--- config.mk ---
export PLATFORM = sky130hd
export DESIGN_NAME = t8cc_top
export DESIGN_NICKNAME = d
export VERILOG_FILES = /design/src/include/t8cc_pkg.sv /design/src/include/t8cc_if.sv /design/src/design/t8cc_top.sv /design/src/design/t8cc_clk_sel.sv /design/src/design/t8cc_wave.sv
export SDC_FILE = /design/constraint.sdc
export NUM_CORES = 1
export LEC_CHECK = 0
export ABC_AREA = 0
export BUFFER_PORTS_ARGS = -buffer_cell sky130_fd_sc_hd__buf_2
export CORE_AREA = 2 2 89 91
export CTS_CLUSTER_DIAMETER = 40
export CTS_CLUSTER_SIZE = 24
export DETAILED_ROUTE_END_ITERATION = 8
export DIE_AREA = 0 0 91 93
export PLACE_DENSITY = 0.67
export SYNTH_ARGS = -nofsm -noshare
export SYNTH_HDL_FRONTEND = slang
export SYNTH_SLANG_ARGS = --single-unit
--- constraint.sdc ---
create_clock -name clk -period 3 [get_ports clk]
set_input_delay 0.6 -clock clk [delete_from_list [all_inputs] [get_ports clk]]
set_output_delay 0.6 -clock clk [all_outputs]
set_load 0.005 [all_outputs]
--- src/include/t8cc_pkg.sv ---
package t8cc_pkg;
    // Register offsets on the plain register port
    localparam int ADDR_W = 3;
    localparam logic [2:0] OFS_CTRL = 3'h0;
    localparam logic [2:0] OFS_COUNT = 3'h1;
    localparam logic [2:0] OFS_COMPARE = 3'h2;
    localparam logic [2:0] OFS_FLAGS = 3'h3;
    localparam logic [2:0] OFS_INTEN = 3'h4;
    localparam logic [2:0] OFS_ASYNC = 3'h5;
    // Field positions
    localparam int CTRL_CS_LSB = 0;
    localparam int CTRL_WM_LSB = 3;
    localparam int CTRL_COM_LSB = 5;
    localparam int CTRL_FORCE_BIT = 7;
    localparam int FLAG_CMP_BIT = 0;
    localparam int FLAG_OVF_BIT = 1;
    localparam int FLAG_TOP_BIT = 2;
    localparam int FLAG_BOT_BIT = 3;
    localparam int INT_CMP_BIT = 0;
    localparam int INT_OVF_BIT = 1;
    localparam int ASYNC_SEL_BIT = 0;
    // Values after reset and counter limits
    localparam logic [7:0] RST_BYTE = 8'h00;
    localparam logic [7:0] COUNT_MAX = 8'hFF;
    localparam logic [7:0] COUNT_BOTTOM = 8'h00;
    localparam logic [7:0] COUNT_ONE = 8'h01;
    // Prescaler width and tick masks (divide by mask plus one)
    localparam int PRE_W = 10;
    localparam logic [9:0] PRE_MASK_8 = 10'h007;
    localparam logic [9:0] PRE_MASK_32 = 10'h01F;
    localparam logic [9:0] PRE_MASK_64 = 10'h03F;
    localparam logic [9:0] PRE_MASK_128 = 10'h07F;
    localparam logic [9:0] PRE_MASK_256 = 10'h0FF;
    localparam logic [9:0] PRE_MASK_1024 = 10'h3FF;
    typedef enum logic [1:0] {
        T8CC_WM_NORMAL = 2'b00,
        T8CC_WM_PHASE = 2'b01,
        T8CC_WM_CLEAR = 2'b10,
        T8CC_WM_FAST = 2'b11
    } t8cc_wm_e;
endpackage

--- src/include/t8cc_if.sv ---
`timescale 1ns/1ps
interface t8cc_if;
    import t8cc_pkg::*;
    logic [2:0] clock_select;
    logic async_clock_select;
    logic tick;
    t8cc_wm_e waveform_mode;
    logic [1:0] compare_output_mode;
    logic match_ev;
    logic force_ev;
    logic bottom_ev;
    logic count_down;
    logic compare_output_state;
    modport core (output clock_select, output async_clock_select,
        output waveform_mode, output compare_output_mode,
        output match_ev, output force_ev, output bottom_ev,
        output count_down, input tick, input compare_output_state);
    modport clk (input clock_select, input async_clock_select,
        output tick);
    modport wave (input waveform_mode, input compare_output_mode,
        input match_ev, input force_ev, input bottom_ev,
        input count_down, output compare_output_state);
endinterface

--- src/design/t8cc_top.sv ---
// Notes on behaviour
// - Timer clock is system clock, or crystal when async select is set.
// - Clock select zero stops the counter; one ticks it once per clock, two to seven divide by 8 to 1024.
// - Counter value reads and writes work with or without timer clock.
// - A CPU counter write beats clear, increment and decrement.
// - Counter steps per timer clock; top and bottom indications shown.
// - Counter equal to active compare sets compare flag next timer clock.
// - Enabled flag requests interrupt; service or writing one clears it.
// - Compare value buffered in PWM modes, direct in the other modes.
// - Buffered compare copied to active only at top.
// - Compare accesses reach the buffer when buffered, else active.
// - Force strobe acts like a match outside PWM modes, without flag or counter change.
// - A counter write blocks the match on the next timer clock.
// - Output state keeps its value across mode changes.
// - Output mode unbuffered; acts from the first match after write.
// - Nonzero output mode puts the output state on the pin.
// - Output mode zero leaves the output state alone on match.
// - Waveform mode alone sets the counting sequence.
// - Mode zero counts up only and wraps from FF to 00.
// - Normal overflow flag sets as the count becomes zero.
// - Mode two clears the counter on compare match.
// - Mode three counts single slope from zero to max.
// - Mode one counts up to max then down to zero.
// - Counter maximum is FF and minimum is 00.
//
// Implementation choices: strobed register access and the address map.
`timescale 1ns/1ps
module t8cc_top import t8cc_pkg::*; (
    input wire logic clk,
    input wire logic rst_n,
    input wire logic [ADDR_W-1:0] reg_addr,
    input wire logic [7:0] reg_wdata,
    input wire logic reg_write,
    input wire logic reg_read,
    output logic [7:0] reg_rdata,
    input wire logic crystal_in_pin,
    input wire logic port_value_bit,
    input wire logic pin_direction_bit,
    input wire logic cmp_irq_ack,
    input wire logic ovf_irq_ack,
    output logic compare_irq,
    output logic overflow_irq,
    output logic pin_out,
    output logic pin_oe
);
    typedef struct packed {
        logic [2:0] cs;
        t8cc_wm_e wm;
        logic [1:0] com;
        logic async_sel;
        logic [7:0] cnt;
        logic down;
        logic [7:0] ocr_act;
        logic [7:0] ocr_buf;
        logic block;
        logic cmp_flag;
        logic ovf_flag;
        logic cmp_ie;
        logic ovf_ie;
        logic [7:0] rdata;
    } t8cc_top_s;
    t8cc_top_s st;
    t8cc_top_s next_st;

    t8cc_if tif ();

    logic wr_ctrl;
    logic wr_count;
    logic wr_compare;
    logic wr_flags;
    logic wr_inten;
    logic wr_async;
    logic pwm;
    logic tick;
    logic match_raw;
    logic match_ev;
    logic at_top;
    logic at_bottom;
    logic ovf_set;
    logic [7:0] rd_val;

    // Register write decode
    assign wr_ctrl = reg_write && (reg_addr == OFS_CTRL);
    assign wr_count = reg_write && (reg_addr == OFS_COUNT);
    assign wr_compare = reg_write && (reg_addr == OFS_COMPARE);
    assign wr_flags = reg_write && (reg_addr == OFS_FLAGS);
    assign wr_inten = reg_write && (reg_addr == OFS_INTEN);
    assign wr_async = reg_write && (reg_addr == OFS_ASYNC);

    // Comparator and count limits
    assign pwm = (st.wm == T8CC_WM_PHASE) || (st.wm == T8CC_WM_FAST);
    assign tick = tif.tick;
    assign match_raw = (st.cnt == st.ocr_act);
    assign match_ev = tick && match_raw && !st.block;
    assign at_top = (st.cnt == COUNT_MAX);
    assign at_bottom = (st.cnt == COUNT_BOTTOM);

    // Overflow events per counting sequence
    always_comb begin
        ovf_set = 1'b0;
        if (tick && !wr_count) begin
            unique case (st.wm)
                T8CC_WM_NORMAL, T8CC_WM_CLEAR: ovf_set = at_top;
                T8CC_WM_FAST: ovf_set = (st.cnt == (COUNT_MAX - COUNT_ONE));
                T8CC_WM_PHASE: ovf_set = st.down && (st.cnt == COUNT_ONE);
            endcase
        end
    end

    // Signals handed to clock select and waveform units
    assign tif.clock_select = st.cs;
    assign tif.async_clock_select = st.async_sel;
    assign tif.waveform_mode = st.wm;
    assign tif.compare_output_mode = st.com;
    assign tif.match_ev = match_ev;
    assign tif.force_ev = wr_ctrl && reg_wdata[CTRL_FORCE_BIT] &&
        !pwm;
    assign tif.bottom_ev = tick && at_top && (st.wm == T8CC_WM_FAST);
    assign tif.count_down = st.down;

    t8cc_clk_sel u_clk_sel (
        .clk(clk),
        .rst_n(rst_n),
        .crystal_in_pin(crystal_in_pin),
        .bus(tif.clk)
    );

    t8cc_wave u_wave (
        .clk(clk),
        .rst_n(rst_n),
        .bus(tif.wave)
    );

    // Read value mux, unmapped offsets read zero
    always_comb begin
        rd_val = 8'h00;
        unique case (reg_addr)
            OFS_CTRL: begin
                rd_val[CTRL_CS_LSB +: 3] = st.cs;
                rd_val[CTRL_WM_LSB +: 2] = st.wm;
                rd_val[CTRL_COM_LSB +: 2] = st.com;
            end
            OFS_COUNT: rd_val = st.cnt;
            OFS_COMPARE: rd_val = pwm ? st.ocr_buf : st.ocr_act;
            OFS_FLAGS: begin
                rd_val[FLAG_CMP_BIT] = st.cmp_flag;
                rd_val[FLAG_OVF_BIT] = st.ovf_flag;
                rd_val[FLAG_TOP_BIT] = at_top;
                rd_val[FLAG_BOT_BIT] = at_bottom;
            end
            OFS_INTEN: begin
                rd_val[INT_CMP_BIT] = st.cmp_ie;
                rd_val[INT_OVF_BIT] = st.ovf_ie;
            end
            OFS_ASYNC: rd_val[ASYNC_SEL_BIT] = st.async_sel;
            default: rd_val = 8'h00;
        endcase
    end

    // Next state: counter, compare registers, flags and controls
    always_comb begin
        next_st = st;
        next_st.rdata = reg_read ? rd_val : 8'h00;
        // Counting sequence chosen by waveform mode only
        if (tick) begin
            unique case (st.wm)
                T8CC_WM_NORMAL: begin
                    next_st.cnt = st.cnt + COUNT_ONE;
                end
                T8CC_WM_FAST: begin
                    next_st.cnt = st.cnt + COUNT_ONE;
                end
                T8CC_WM_CLEAR: begin
                    next_st.cnt = match_ev ? COUNT_BOTTOM
                                           : st.cnt + COUNT_ONE;
                end
                T8CC_WM_PHASE: begin
                    if (!st.down && at_top) begin
                        next_st.down = 1'b1;
                        next_st.cnt = st.cnt - COUNT_ONE;
                    end else if (st.down && at_bottom) begin
                        next_st.down = 1'b0;
                        next_st.cnt = st.cnt + COUNT_ONE;
                    end else if (st.down) begin
                        next_st.cnt = st.cnt - COUNT_ONE;
                    end else begin
                        next_st.cnt = st.cnt + COUNT_ONE;
                    end
                end
            endcase
            next_st.block = 1'b0;
        end
        if (st.wm != T8CC_WM_PHASE) begin
            next_st.down = 1'b0;
        end
        // CPU write wins over any count and arms match blocking
        if (wr_count) begin
            next_st.cnt = reg_wdata;
            next_st.block = 1'b1;
        end
        // Buffered copy at top of the sequence in PWM modes
        if (pwm && tick && at_top) begin
            next_st.ocr_act = st.ocr_buf;
        end
        if (wr_compare) begin
            next_st.ocr_buf = reg_wdata;
            if (!pwm) begin
                next_st.ocr_act = reg_wdata;
            end
        end
        // Sticky flags: the set beats a clear in the same cycle
        if ((wr_flags && reg_wdata[FLAG_CMP_BIT]) || cmp_irq_ack) begin
            next_st.cmp_flag = 1'b0;
        end
        if (match_ev) begin
            next_st.cmp_flag = 1'b1;
        end
        if ((wr_flags && reg_wdata[FLAG_OVF_BIT]) || ovf_irq_ack) begin
            next_st.ovf_flag = 1'b0;
        end
        if (ovf_set) begin
            next_st.ovf_flag = 1'b1;
        end
        // Control writes take effect at once
        if (wr_ctrl) begin
            next_st.cs = reg_wdata[CTRL_CS_LSB +: 3];
            next_st.wm = t8cc_wm_e'(reg_wdata[CTRL_WM_LSB +: 2]);
            next_st.com = reg_wdata[CTRL_COM_LSB +: 2];
        end
        if (wr_inten) begin
            next_st.cmp_ie = reg_wdata[INT_CMP_BIT];
            next_st.ovf_ie = reg_wdata[INT_OVF_BIT];
        end
        if (wr_async) begin
            next_st.async_sel = reg_wdata[ASYNC_SEL_BIT];
        end
    end

    always_ff @(posedge clk or negedge rst_n) begin
        if (!rst_n) begin
            st <= '0;
        end else begin
            st <= next_st;
        end
    end

    // Outputs: read data, interrupt requests and pin override
    assign reg_rdata = st.rdata;
    assign compare_irq = st.cmp_flag && st.cmp_ie;
    assign overflow_irq = st.ovf_flag && st.ovf_ie;
    assign pin_out = (st.com != 2'h0) ? tif.compare_output_state
                                      : port_value_bit;
    assign pin_oe = pin_direction_bit;
endmodule

--- src/design/t8cc_clk_sel.sv ---
`timescale 1ns/1ps
module t8cc_clk_sel import t8cc_pkg::*; (
    input wire logic clk,
    input wire logic rst_n,
    input wire logic crystal_in_pin,
    t8cc_if.clk bus
);
    typedef struct packed {
        logic sync1;
        logic sync2;
        logic xtal_prev;
        logic [PRE_W-1:0] pre;
    } t8cc_cs_s;
    t8cc_cs_s st;
    t8cc_cs_s next_st;
    logic src_en;
    logic [PRE_W-1:0] mask;

    // Source enable, tick mask and prescaler advance
    always_comb begin
        next_st = st;
        unique case (bus.clock_select)
            3'h2: mask = PRE_MASK_8;
            3'h3: mask = PRE_MASK_32;
            3'h4: mask = PRE_MASK_64;
            3'h5: mask = PRE_MASK_128;
            3'h6: mask = PRE_MASK_256;
            3'h7: mask = PRE_MASK_1024;
            default: mask = '0;
        endcase
        // Crystal edge only after two flops; system clock otherwise
        src_en = bus.async_clock_select ? (st.sync2 & ~st.xtal_prev)
                                        : 1'b1;
        next_st.sync1 = crystal_in_pin;
        next_st.sync2 = st.sync1;
        next_st.xtal_prev = st.sync2;
        if (bus.clock_select == 3'h0) begin
            next_st.pre = '0;
        end else if (src_en) begin
            next_st.pre = st.pre + PRE_W'(1);
        end
    end

    // No tick at all while the clock select field is zero
    assign bus.tick = src_en && (bus.clock_select != 3'h0) &&
        ((st.pre & mask) == mask);

    always_ff @(posedge clk or negedge rst_n) begin
        if (!rst_n) begin
            st <= '0;
        end else begin
            st <= next_st;
        end
    end
endmodule

--- src/design/t8cc_wave.sv ---
`timescale 1ns/1ps
module t8cc_wave import t8cc_pkg::*; (
    input wire logic clk,
    input wire logic rst_n,
    t8cc_if.wave bus
);
    typedef struct packed {
        logic oc;
    } t8cc_wv_s;
    t8cc_wv_s st;
    t8cc_wv_s next_st;

    // Output state update on match, force and bottom
    always_comb begin
        next_st = st;
        if (bus.match_ev || bus.force_ev) begin
            unique case (bus.waveform_mode)
                T8CC_WM_NORMAL, T8CC_WM_CLEAR, T8CC_WM_FAST: begin
                    unique case (bus.compare_output_mode)
                        2'h0: next_st.oc = st.oc;
                        2'h1: next_st.oc = ~st.oc;
                        2'h2: next_st.oc = 1'b0;
                        2'h3: next_st.oc = 1'b1;
                    endcase
                end
                T8CC_WM_PHASE: begin
                    if (bus.compare_output_mode[1]) begin
                        next_st.oc = bus.count_down ^
                            bus.compare_output_mode[0];
                    end
                end
            endcase
        end
        // Fast mode restores the level when the count wraps
        if (bus.bottom_ev && bus.compare_output_mode[1]) begin
            next_st.oc = ~bus.compare_output_mode[0];
        end
    end

    assign bus.compare_output_state = st.oc;

    // Mode changes never touch the output state
    always_ff @(posedge clk or negedge rst_n) begin
        if (!rst_n) begin
            st <= '0;
        end else begin
            st <= next_st;
        end
    end
endmodule

==> metrics <==
run status=completed; dominant synthesized flop cell=dfrtp_1; largest net degree at the start of global routing=33; R2R Path End=st[28]; hold_buf cts=0; Netlist cell types=55; # H-tree levels=3; Hold Violations, Final=0; Slew headroom=0.547; share of layout cells above drive strength 1=0.177; Worst setup SP type=register; pwr/cell area=755 nW/um2; Worst R2R Start=tif.clock_select[0]; GRT Overall Usage=0.221; hpwl dp=6.48 mm; Hold Crit Class=input port to asynchronous set/reset pin; synthesized flop and latch total=60; FFs w/ async S/R, synth=1.00; Syn-to-layout area delta=10.0%; Post-CTS Setup Inserts=0; ANT nets after route=0; total wire length=around 9 mm; CTS tree=done; reg2reg setup slack=between 500 and 600 ps; standby leakage power=roughly 1.8 nW; placer congestion estimate=~0.93; Die Wd=around 90 um; Max Clock Skew=15.3 ps; final setup TNS=0 ps; Port Buffers=29; ANT cells=0; slew of the pin with the lowest slew margin=approximately 680 ps; CTS Buf Count=9; post-route minimum period=between 2000 and 2500 ps; wire per inst=between 15 and 20 um; CP Class=register to register; core area=~7500 um2; Crit path required time=3200 ps; Fill cells=between 700 and 800; RSZ-0062 raised after global routing=no; syn_nets=422; max-cap violations=0; max-slew violation count=0; Post-synth EDFFs=0; area of the multi-input gates=roughly 1900 um2; CTS max path bufs=2; final-stage net count=435; maximum VDD drop=0.472 mV; Syn Inst Count=about 400; Sequential cell area=approximately 1500 um2; Crit Path Max Fanout=12; Vert. Die Dim=between 90 and 100 um; Root Buffer=clkbuf_8; clk sink count=60; period utilization=0.820; post-synthesis sequential area ratio=0.414; Vias per Instance=5.84; fin util=0.530; vias after detailed routing=3003; # DRC=0; vias in the first global route=approximately 2800; Die ar.=8460 um2; Post-Syn Area=3630 um2; Reg2Reg Depth=6; Worst-path clk slew=around 80 ps; Setup crit end kind=register; Post-CTS Resized=0; average size of a mapped cell=approximately 9.2 um2; Synth warnings=0; first-pass GRT wire length=14.6 mm; initial antenna violation count=0; total grt overflow=0; Starting DRT DRC Count=280; Initial Util=0.482; crit path DAT=~2700 ps; Site Rows=32; Final setup violation count=0; FMAX=roughly 400 MHz; number of iterations in the first detailed-routing pass=5; Clock Latency Late Sink=about 350 ps; IO Pins=32
==> cell type report <==
| class | count | area share |
|---|---|---|
| clock buffers | 11 | 0.0354 |
| clock inverters | 5 | 0.0154 |
| inverters | 17 | 0.0160 |
| multi-input cells | 283 | 0.472 |
| flip-flops and latches | 60 | 0.376 |
| well taps | 102 | 0.0320 |
| repair buffers | 36 | 0.0527 |
==> flip-flops by register name, summed over array words and instances (netlist names) <==
register and count:
st 29, u_clk_sel.st 11, reg_rdata 8, tif.clock_select 3
tif.compare_output_mode 2, tif.waveform_mode 2, u_clk_sel.next_st 2, tif.async_clock_select 1
tif.count_down 1, u_wave.bus.compare_output_state 1
==> cell usage in the layout, fill, tap and decap left out, types with 14 or more instances in the layout <==
master   count
a21oi_1     16
xnor2_1     14
mux2i_1     15
o21ai_0     16
nor2_1      41
dfrtp_1     60
mux2_2      16
inv_1       17
nand3_1     18
nand2_1     36
buf_2       29
==> stage by stage <==
step	std cells	cell area [um2]	total power [mW]	setup WS (ps)	hold slack [ps]
6_report	514	3990	3.02	541	289
4_1_cts	514	3990	3.01	540	298
5_1_grt	514	3990	3.20	425	335
3_5_place_dp	498	3790	2.26	509	341
3_3_place_gp	498	3790	2.25	528	334
2_1_floorplan	394	3630	1.99	775	304
==> cell families after synthesis <==
logic type / after synthesis / share of synthesized area
DFF: 60 / 0.414
muxes: 32 / 0.0972
xor gates and xnor gates: 24 / 0.0579
adders and majority gates: 8 / 0.0276
and+or+nand+nor: 133 / 0.171
buffers and inverters: 51 / 0.0665
AOI/OAI and AO/OA: 86 / 0.166
==> report_power, final <==
group | switching, mW | internal (mW) | total [mW]
registers | 0.333 | 1.00 | 1.34
clock network | 0.329 | 0.407 | 0.737
logic | 0.491 | 0.451 | 0.942
==> layer usage <==
layer  global-route usage  routed length, um
met3               0.0451                562
met4               0.0997                228
met5                    0                  0
met2                0.338               4080
met1                0.303               4000
==> worst max-delay path: stages (launching register included) <==
cell and delay (ps):
dfrtp_1 470, nand2b_1 200, a311oi_2 290, o2111ai_2 180, or4_1 810, o32ai_2 290
a31oi_1 70
==> cell usage after synthesis, drive strengths merged (8+ instances only) <==
library cell  instances  area [um2]
buf                  14         103
a21oi                16        80.1
a211oi                8        60.1
nor2                 41         154
mux2                 16         180
mux2i                15         150
inv                  17        63.8
clkbuf               20        75.1
nand2                36         135
o21ai                17        85.1
xor2                 10        87.6
dfrtp                60        1500
nor3                  8        40.0
ha                    8         100
nand3                18        90.1
xnor2                14         123
==> how the worst max path moves through the flow <==
stage | start | to | slack, ps | depth (start not counted)
2_1_floorplan | tif.clock_select[1] | st[28] | 770 | 9
3_3_place_gp | reg_addr[0] | st[34] | 530 | 6
3_5_place_dp | reg_addr[0] | st[34] | 510 | 6
4_1_cts | tif.clock_select[0] | st[28] | 540 | 6
5_1_grt | tif.clock_select[0] | st[28] | 420 | 6
6_report | tif.clock_select[0] | st[28] | 540 | 6
Note: power is estimated with default switching activity, not from simulation.
